[config.mk]
export PLATFORM = sky130hd
export DESIGN_NAME = psm_host_flat
export DESIGN_NICKNAME = d
export VERILOG_FILES = /design/src/logic/psm_pkg.sv /design/src/logic/psm_link_if.sv /design/src/logic/psm_host.sv /design/src/flat_wrapper.sv
export SDC_FILE = /design/constraint.sdc
export NUM_CORES = 1
export LEC_CHECK = 0
export ABC_CLOCK_PERIOD_IN_PS = 3300
export BUFFER_PORTS_ARGS = -buffer_cell sky130_fd_sc_hd__buf_2
export CAP_MARGIN = 20
export CORE_MARGIN = 2
export CORE_UTILIZATION = 40
export DETAILED_ROUTE_END_ITERATION = 8
export PLACE_DENSITY = 0.67
export SETUP_SLACK_MARGIN = 0.5
export SYNTH_ARGS = -nofsm -noshare
export SYNTH_HDL_FRONTEND = slang
export SYNTH_SLANG_ARGS = --single-unit
[constraint.sdc]
create_clock -name i_clock -period 3.3 [get_ports i_clock]
set_clock_uncertainty 0.15 [all_clocks]
set_input_delay 0 -clock i_clock [delete_from_list [all_inputs] [get_ports i_clock]]
set_output_delay 0 -clock i_clock [all_outputs]
set_load 0.01 [all_outputs]
[src/logic/psm_pkg.sv]
// shared constants for the pipelined synchronous word memory
// assumes both ends run on one clock and one asynchronous reset
package psm_pkg;
	localparam int ADDR_W      = 16;
	localparam int DATA_W      = 32;
	localparam int LANES       = 4;
	localparam int LANE_W      = 8;
	localparam int DEPTH       = 65536;
	// start-up figures, in clock cycles
	localparam int INIT_HOLD_CYC  = 10;
	localparam int CLK_PRE_CYC    = 2;
	localparam int START_WAIT_CYC = 128;
	localparam logic [LANES-1:0] LANES_OFF = 4'hf;
endpackage

[src/logic/psm_link_if.sv]
// memory link between host end and memory end
// assumes a common clock; both parties sample on its rising edge
`timescale 1ns/1ps
interface psm_link_if;
	logic [psm_pkg::ADDR_W-1:0] addr;
	logic                       rd_n;
	logic                       wr_n;
	logic [psm_pkg::LANES-1:0]  lane_en_n;
	logic [psm_pkg::DATA_W-1:0] wdata;
	logic [psm_pkg::DATA_W-1:0] rdata;
	logic                       init_n;

	modport host (
		output addr, rd_n, wr_n, lane_en_n, wdata, init_n,
		input  rdata
	);
	modport mem (
		input  addr, rd_n, wr_n, lane_en_n, wdata, init_n,
		output rdata
	);
endinterface

[src/logic/psm_host.sv]
// host end: turns user requests into memory link cycles
// assumes one clock shared with the memory end
`timescale 1ns/1ps
module psm_host #(
	parameter int ADDR_W = psm_pkg::ADDR_W,
	parameter int DATA_W = psm_pkg::DATA_W,
	parameter int LANES  = psm_pkg::LANES
) (
	// clock and reset
	input  wire logic              i_clock,
	input  wire logic              i_arst_n,
	// user requests
	input  wire logic              i_req,
	input  wire logic              i_we,
	input  wire logic [ADDR_W-1:0] i_addr,
	input  wire logic [LANES-1:0]  i_lane_en,
	input  wire logic [DATA_W-1:0] i_wdata,
	// user answers
	output logic                   o_ready,
	output logic                   o_rvalid,
	output logic [DATA_W-1:0]      o_rdata,
	// link to the memory
	psm_link_if.host               link
);
	typedef enum logic [1:0] {
		PSM_PRE, PSM_INIT, PSM_WAIT, PSM_RUN
	} psm_state_t;
	psm_state_t state;
	logic [7:0] cnt;
	logic       init_n, rd_n, wr_n, ready;
	logic [ADDR_W-1:0] addr;
	logic [LANES-1:0]  lane_en_n;
	logic [DATA_W-1:0] wdata, pend_data;
	logic [LANES-1:0]  pend_lanes;
	logic              wr_d, rd_d1, rd_d2, rvalid;
	logic [DATA_W-1:0] rdata;

	////////////////////////////////////////////////////////////////////////
	// start-up: clock first, init held, wait before access
	wire take   = ready && i_req;
	wire cnt_hit_pre  = cnt == 8'(psm_pkg::CLK_PRE_CYC - 1);
	wire cnt_hit_init = cnt == 8'(psm_pkg::INIT_HOLD_CYC - 1);
	wire cnt_hit_wait = cnt == 8'(psm_pkg::START_WAIT_CYC - 1);

	always_ff @(posedge i_clock or negedge i_arst_n) begin
		if (!i_arst_n) begin
			state  <= PSM_PRE;
			cnt    <= '0;
			init_n <= 1'b1;
			ready  <= 1'b0;
		end else begin
			cnt <= cnt + 8'h01;
			unique case (state)
				PSM_PRE: if (cnt_hit_pre) begin
					state  <= PSM_INIT;
					cnt    <= '0;
					init_n <= 1'b0;
				end
				PSM_INIT: if (cnt_hit_init) begin
					state  <= PSM_WAIT;
					cnt    <= '0;
					init_n <= 1'b1;
				end
				PSM_WAIT: if (cnt_hit_wait) begin
					state <= PSM_RUN;
					ready <= 1'b1;
				end
				PSM_RUN: cnt <= cnt;
			endcase
		end
	end

	////////////////////////////////////////////////////////////////////////
	// command cycle; never both strobes low
	// write data and lanes follow one cycle later
	always_ff @(posedge i_clock or negedge i_arst_n) begin
		if (!i_arst_n) begin
			rd_n <= 1'b1;
			wr_n <= 1'b1;
			addr <= '0;
			lane_en_n <= psm_pkg::LANES_OFF;
			wdata <= '0;
			pend_data <= '0;
			pend_lanes <= '0;
			wr_d <= 1'b0;
		end else begin
			rd_n <= !(take && !i_we);
			wr_n <= !(take && i_we);
			if (take)
				addr <= i_addr;
			wr_d <= take && i_we;
			pend_data <= i_wdata;
			pend_lanes <= i_lane_en;
			lane_en_n <= wr_d ? ~pend_lanes : psm_pkg::LANES_OFF;
			wdata <= wr_d ? pend_data : '0;
		end
	end

	////////////////////////////////////////////////////////////////////////
	// read return: data on link two edges after the strobe edge
	always_ff @(posedge i_clock or negedge i_arst_n) begin
		if (!i_arst_n) begin
			rd_d1 <= 1'b0;
			rd_d2 <= 1'b0;
			rvalid <= 1'b0;
			rdata <= '0;
		end else begin
			rd_d1 <= !rd_n;
			rd_d2 <= rd_d1;
			rvalid <= rd_d2;
			if (rd_d2)
				rdata <= link.rdata;
		end
	end

	assign o_ready  = ready;
	assign o_rvalid = rvalid;
	assign o_rdata  = rdata;
	assign link.init_n    = init_n;
	assign link.rd_n      = rd_n;
	assign link.wr_n      = wr_n;
	assign link.addr      = addr;
	assign link.lane_en_n = lane_en_n;
	assign link.wdata     = wdata;
endmodule

[src/flat_wrapper.sv]
// flat-port wrapper written by rule: the top's interface ports become plain ports
module psm_host_flat 
#(
	parameter int ADDR_W = psm_pkg::ADDR_W,
	parameter int DATA_W = psm_pkg::DATA_W,
	parameter int LANES  = psm_pkg::LANES
)
  (i_clock, i_arst_n, i_req, i_we, i_addr, i_lane_en, i_wdata, o_ready, o_rvalid, o_rdata, link_addr, link_rd_n, link_wr_n, link_lane_en_n, link_wdata, link_init_n, link_rdata);
  psm_link_if link_i ();
  input  wire logic i_clock;
  input  wire logic i_arst_n;
  input  wire logic i_req;
  input  wire logic i_we;
  input  wire logic [ADDR_W-1:0] i_addr;
  input  wire logic [LANES-1:0] i_lane_en;
  input  wire logic [DATA_W-1:0] i_wdata;
  output logic o_ready;
  output logic o_rvalid;
  output logic [DATA_W-1:0] o_rdata;
  output wire logic [$bits(link_i.addr)-1:0] link_addr;
  output wire logic [$bits(link_i.rd_n)-1:0] link_rd_n;
  output wire logic [$bits(link_i.wr_n)-1:0] link_wr_n;
  output wire logic [$bits(link_i.lane_en_n)-1:0] link_lane_en_n;
  output wire logic [$bits(link_i.wdata)-1:0] link_wdata;
  output wire logic [$bits(link_i.init_n)-1:0] link_init_n;
  input wire logic [$bits(link_i.rdata)-1:0] link_rdata;
  assign link_addr = link_i.addr;
  assign link_rd_n = link_i.rd_n;
  assign link_wr_n = link_i.wr_n;
  assign link_lane_en_n = link_i.lane_en_n;
  assign link_wdata = link_i.wdata;
  assign link_init_n = link_i.init_n;
  assign link_i.rdata = link_rdata;
  psm_host #(.ADDR_W(ADDR_W), .DATA_W(DATA_W), .LANES(LANES)) u_core (.i_clock(i_clock), .i_arst_n(i_arst_n), .i_req(i_req), .i_we(i_we), .i_addr(i_addr), .i_lane_en(i_lane_en), .i_wdata(i_wdata), .o_ready(o_ready), .o_rvalid(o_rvalid), .o_rdata(o_rdata), .link(link_i));
endmodule
# [Yosys cells after proc, flatten, opt, wreduce, memory -nomap -nowiden]
# Cells that the tools add are included.
[op_classes] n_addsub=1 eq_ne=9 muxes=12 bitwise=1 reduce_logical=13
[op_table] operator="two-way mux 32 bit" count=1
[op_table] operator="one-hot mux 8 bit (3 select lines)" count=1
[op_table] operator="two-way mux 8 bit" count=2
[op_table] operator="adder 8 x 1 -> 8 bit, second input constant" count=1
[op_table] operator="== test 8 x 1 -> 1 bit, second input constant" count=1
[op_table] operator="== test 8 x 4 -> 1 bit, second input constant" count=1
[op_table] operator="== test 8 x 7 -> 1 bit, second input constant" count=1
[op_table] operator="two-way mux 2 bit" count=3
[op_table] operator="!= test 2 x 1 -> 1 bit, second input constant" count=3
[op_table] operator="one-hot mux 2 bit (3 select lines)" count=1
[op_table] operator="== test 2 bit, second input constant" count=2
[op_table] operator="zero test 1 bit" count=4
[op_table] operator="two-way mux 4 bit" count=1
[op_table] operator="NOT 4 bit" count=1
[op_table] operator="AND reduction 4 bit" count=1
[op_table] operator="logical AND 1 bit" count=3
[op_table] operator="AND reduction 3 bit" count=1
[op_table] operator="nonzero test 3 bit" count=1
[op_table] operator="== test 2 x 1 -> 1 bit, second input constant" count=1
[op_table] operator="zero test 2 bit" count=1
[op_table] operator="two-way mux 1 bit" count=2
[op_table] operator="one-hot mux 1 bit (2 select lines)" count=1
[op_table] operator="AND reduction 2 bit" count=1
[op_table] operator="nonzero test 2 bit" count=1
[word_totals] regBits=138

# [Logic depth before layout (Yosys ltp)]
[logic_depth] word_depth=3 ltp_mapped=6 depth_no_buf=6

# [Worst setup path after synthesis]
# No wires, ideal clock.
[synth_path] path_kind="reg2reg" start="register u_core.cnt[1]" end="register u_core.state[1]" setup_ns=0.125 arrival_time_ns=1.581 required_ns=3.025 slack_ns=1.444 stages_incl_launch_ff=7 synth_period_minus_slack_ns=1.856 cell_sequence="dfrtp_1 -> inv_1 -> ha_1 -> nor4b_4 -> nand3_1 -> a221o_1 -> mux2_4"
[synth_between] elab_chain_len=3
[synth_rtl] item="from (decl)" line="psm_host.sv:29" source="logic [7:0] cnt;"
[synth_rtl] item="from (signal assigned)" line="psm_host.sv:52" source="cnt <= cnt + 8'h01;"
[synth_rtl] item="from (signal assigned)" line="psm_host.sv:68" source="PSM_RUN: cnt <= cnt;"
[synth_rtl] item="== test 8 x 7 -> 1 bit (tied with other cells)" line="psm_host.sv:43" source="wire cnt_hit_wait = cnt == 8'(psm_pkg::START_WAIT_CYC - 1);"
[synth_rtl] item="!= test 2 x 1 -> 1 bit (no line)"
[synth_rtl] item="AND reduction 4 bit (no line) *"
[synth_rtl] item="to (signal assigned)" line="psm_host.sv:47" source="state <= PSM_PRE;"
[synth_rtl] item="to (signal assigned)" line="psm_host.sv:55" source="state <= PSM_INIT;"
[synth_rtl] item="to (signal assigned)" line="psm_host.sv:60" source="state <= PSM_WAIT;"
[synth_rtl] item="to (decl)" line="psm_host.sv:28" source="psm_state_t state;"
# Mark *: on every way between the ends. The rest lies on a longest branch, timed or not.
# A chain may end at the register's enable or synchronous reset.

# [Worst setup path in the final report]
# Ends and elaborated chain as after synthesis.

==> results.txt <==
----------------------------------------------------
[Outcome]
  Outcome ... completed

[Setup path]
  RR Startpoint ... u_core.cnt[1]
  Kind of critical path ... register to register
  Critical path origin ... u_core.cnt[1]
  CP Launch Type ... register
  Crit path DAT ... roughly 2.2 ns
  Data required time at the worst endpoint ... 3.44 ns
  Kind of end point of the critical path ... register
  Crit-path max cell delay ... ~0.43 ns
  Cell chain of the critical path ... inv_1 > ha_1 > nor4b_4 > nand3_1 > a221o_1 > mux2_4
  Max Fanout on Critical Path ... 4
  Slowest cell on the critical path ... sky130_fd_sc_hd__a221o_1

[Floorplanning]
  Die area ... between 10000 and 15000 sq um
  Top-level port count ... around 180
  Height of the die ... approximately 110 um
  Die extent in x ... between 100 and 150 um
  Std cell rows ... 39
  Core footprint ... ~11000 sq um
  Effective utilization at floorplan ... about two fifths

[Clock network]
  Total setup buffers inserted after CTS ... 0
  CTS sink count ... between 100 and 150
  Clock slew at the register clock pins of the worst setup and hold paths ... around 0.05 ns
  Number of buffers created by CTS ... 17
  Clock latency at the later pin of the worst-skew pair ... about 0.4 ns
  Clk buf depth ... 2
  CTS H-tree depth ... 4
  Clock tree from TritonCTS ... yes
  CTS Root Buffer Type ... sky130_fd_sc_hd__clkbuf_16
  Resize count post-CTS ... 0

[Timing]
  Fin. max-slew vios ... 0
  Final Hold Violating Endpoints ... 0
  Final setup violation count ... 0
  Highest achievable clock rate ... 485.7 MHz
  Clock period minus final worst setup slack ... 2.059 ns
  Worst rel slew slack ... a little over a third
  Slew of the pin with the lowest slew margin ... just under 1 ns
  Sum of negative setup slack ... 0 ns
  Setup repair after global routing missed its margin ... no
  Part of the cycle the worst path needs ... 62.39%

[Detailed routing]
  Number of vias per cell after detailed routing ... approximately 4.5
  Remaining DRCs ... 0
  Count of routing violations after the opening detailed-route iteration ... 135
  Wire length per cell ... approximately 14 um
  Routed Antenna Nets ... 0
  Total number of vias ... roughly 3300
  First-pass detailed-route iteration total ... 4
  Routed Wire Length ... between 10 and 15 mm

[Power and ir drop]
  P_leak ... 0.003874 uW
  Pwr per Cell Area ... 515.5 nW/um^2
  Maximum vdd drop ... about 0.00034 V

[Global routing]
  First-pass GRT wire length ... between 15 and 20 mm
  Gr usage total ... 17.70%
  Initial antenna violation count ... 0
  Largest net degree at the start of global routing ... slightly below 90
  Grt ovf ... 0
  Via count of the first global-routing pass ... between 3000 and 4000

[Placement]
  Final RePlAce weighted congestion ... about 0.8
  Placement-stage cell area ... 5722 sq um
  Detailed placer's ending HPWL ... around 6.5 mm
  Buffers on Ports ... roughly 180
  Number of cells after detailed placement ... ~600

[Synth]
  Dominant cells by area after synthesis ... sky130_fd_sc_hd__dfrtp_1 70%, sky130_fd_sc_hd__mux2_2 12%, sky130_fd_sc_hd__and2_1 4.3%
  #FFs+latches synth ... roughly 140
  Gate count of the mapped netlist ... ~290
  Synthesized area ... roughly 4700 sq um
  Sequential area share after synthesis ... 74.10%
  Number of different library cells in the post-synthesis netlist ... 33
  Fraction of post-synthesis cell area in the top cell type by area ... a little over two thirds
  Average cell area after synthesis ... between 15 and 20 sq um
  Mapped Nets ... between 300 and 400
  Largest area contributor in the synthesized netlist ... sky130_fd_sc_hd__dfrtp_1
  Number of warnings printed during yosys synthesis ... 0

[Cells and area]
  Multi-input combinational cell area ... around 1100 sq um
  Area growth from synthesis to layout ... 53.62%
  Fraction of layout cells with a size suffix above 1 ... 45.69%
  # nets final ... approximately 660
  Diode insertion count for antenna repair ... 0
  Cell area after layout ... 7177 sq um
  Layout filler cell count ... 840
  Footprint of the flip-flops and latches ... 3462 sq um
  Final standard cell count with taps included and fillers excluded ... around 720

[Flow run]
  Max-capacitance violation count ... 0

[Worst hold path]
  Hold WC Path Type ... input port to asynchronous set/reset pin

----------------------------------------------------
==> worst max-delay path: cells and delay by family, from the launching register on <==
family,cells,cell delay (ns)
buffers and inverters,1,0.07
multiplexers,1,0.32
AND/OR/NAND/NOR,2,0.42
flip-flops,1,0.41
adder cells (fa/ha/maj),1,0.14
AO/OA/AOI/OAI,1,0.43
==> through the flow <==
| step | utilization (%) | total power (uW) | worst slack [ns] | hold slack, ns |
|---|---|---|---|---|
| 2_1_floorplan | - | 1749 | 1.444 | -0.4456 |
| 3_3_place_gp | 50.11 | 1833 | 1.378 | -0.05354 |
| 3_5_place_dp | 50.11 | 1837 | 1.252 | -0.04438 |
| 4_1_cts | 62.85 | 3747 | 1.242 | 0.06479 |
| 5_1_grt | 62.85 | 3865 | 1.144 | 0.06288 |
| 6_report | 62.85 | 3700 | 1.241 | 0.06244 |
==> logic make-up after synthesis <==
family | count (synthesis) | share of synthesized area (%)
simple gates | 67 | 8.356
mux | 50 | 12.10
flops | 138 | 74.10
compound gates | 8 | 1.312
buf+inv | 16 | 1.312
xor+xnor | 5 | 0.9375
fa+ha+maj | 7 | 1.875
==> layout by cell type, fill, tap and decap left out, types with 4 or more instances in the layout <==
master / instances
sky130_fd_sc_hd__nand2_1: 12
sky130_fd_sc_hd__clkbuf_16: 17
sky130_fd_sc_hd__dfstp_2: 7
sky130_fd_sc_hd__dlygate4sd3_1: 88
sky130_fd_sc_hd__mux2_2: 48
sky130_fd_sc_hd__nor2_1: 9
sky130_fd_sc_hd__ha_1: 7
sky130_fd_sc_hd__dfrtp_1: 131
sky130_fd_sc_hd__clkinv_2: 5
sky130_fd_sc_hd__buf_2: 175
sky130_fd_sc_hd__inv_1: 6
sky130_fd_sc_hd__and2_1: 32
sky130_fd_sc_hd__clkbuf_1: 4
==> per-layer routing <==
layer / global-route usage, % / part of all wire, % / vias to the layer above / wire (um)
li1: - / - / 1515 / -
met1: 20.62 / 39 / 1592 / 4028
met2: 29.98 / 52 / 141 / 5325
met3: 6.587 / 7.4 / 14 / 758
met4: 6.911 / 1.5 / 0 / 154
met5: 0 / 0 / - / 0
==> report_power, final <==
group	internal (uW)	switching (uW)
clock network	1160	648
logic	105	60.3
registers	1720	4.86
==> layout make-up <==
type,instances,share of cell area (%)
Timing Repair Buffer,267,24.95
Inverter,6,0.3138
Clock inverter,8,1.290
Clock buffer,24,6.712
Sequential cell,138,48.24
Multi-Input combinational cell,137,16.00
Tap cell,143,2.493
==> worst paths after layout <==
path / endpoint / slack (ns) / depth (start not counted)
max reg2reg: u_core.state[1] / 1.24 / 6
max in group asynchronous: u_core.link.lane_en_n[0] / 2.02 / 3
min in group i_clock: u_core.pend_data[15] / 0.08 / 2
min: u_core.o_rdata[29] / 0.06 / 2
max: u_core.state[1] / 1.24 / 6
min reg2reg: u_core.rd_d2 / 0.20 / 0
==> Yosys cell counts <==
master,instances
sky130_fd_sc_hd__a21o_1,1
sky130_fd_sc_hd__o211ai_1,1
sky130_fd_sc_hd__nand4b_1,1
sky130_fd_sc_hd__nor2b_1,2
sky130_fd_sc_hd__o31a_1,1
sky130_fd_sc_hd__ha_1,7
sky130_fd_sc_hd__o21ai_0,1
sky130_fd_sc_hd__a21oi_1,1
sky130_fd_sc_hd__a211o_1,1
sky130_fd_sc_hd__and2_1,32
sky130_fd_sc_hd__buf_2,1
sky130_fd_sc_hd__mux2_4,1
sky130_fd_sc_hd__nor3b_1,1
sky130_fd_sc_hd__dfrtp_1,131
sky130_fd_sc_hd__nor4bb_1,1
sky130_fd_sc_hd__and3b_1,1
sky130_fd_sc_hd__mux2i_1,1
sky130_fd_sc_hd__xor2_1,3
sky130_fd_sc_hd__a221o_1,1
sky130_fd_sc_hd__a22o_1,1
sky130_fd_sc_hd__buf_1,3
sky130_fd_sc_hd__nand4_1,3
sky130_fd_sc_hd__dfstp_2,7
sky130_fd_sc_hd__nand2_1,12
sky130_fd_sc_hd__nor2_1,9
sky130_fd_sc_hd__inv_1,6
sky130_fd_sc_hd__mux2_2,48
sky130_fd_sc_hd__nor4b_4,1
sky130_fd_sc_hd__clkbuf_1,6
sky130_fd_sc_hd__xnor2_1,2
sky130_fd_sc_hd__or2_2,1
sky130_fd_sc_hd__nor3_1,1
sky130_fd_sc_hd__nand3_1,2
==> what timing repair did <==
action / 4_1_cts / 5_1_grt
setup endpoints to repair: 0 / 0
hold endpoints to repair: 172 / 0
hold buffers: 88 / 0
==> flip-flops by register name (all words and copies together) (netlist names) <==
name / flops
u_core.link.wdata: 32
u_core.o_rdata: 32
u_core.pend_data: 32
u_core.link.addr: 16
u_core.cnt: 8
u_core.link.lane_en_n: 4
u_core.pend_lanes: 4
u_core.state: 2
u_core.link.init_n: 1
u_core.link.rd_n: 1
u_core.link.wr_n: 1
u_core.o_ready: 1
u_core.o_rvalid: 1
u_core.rd_d1: 1
u_core.rd_d2: 1
u_core.wr_d: 1
Power figures use the tool's default switching activity.
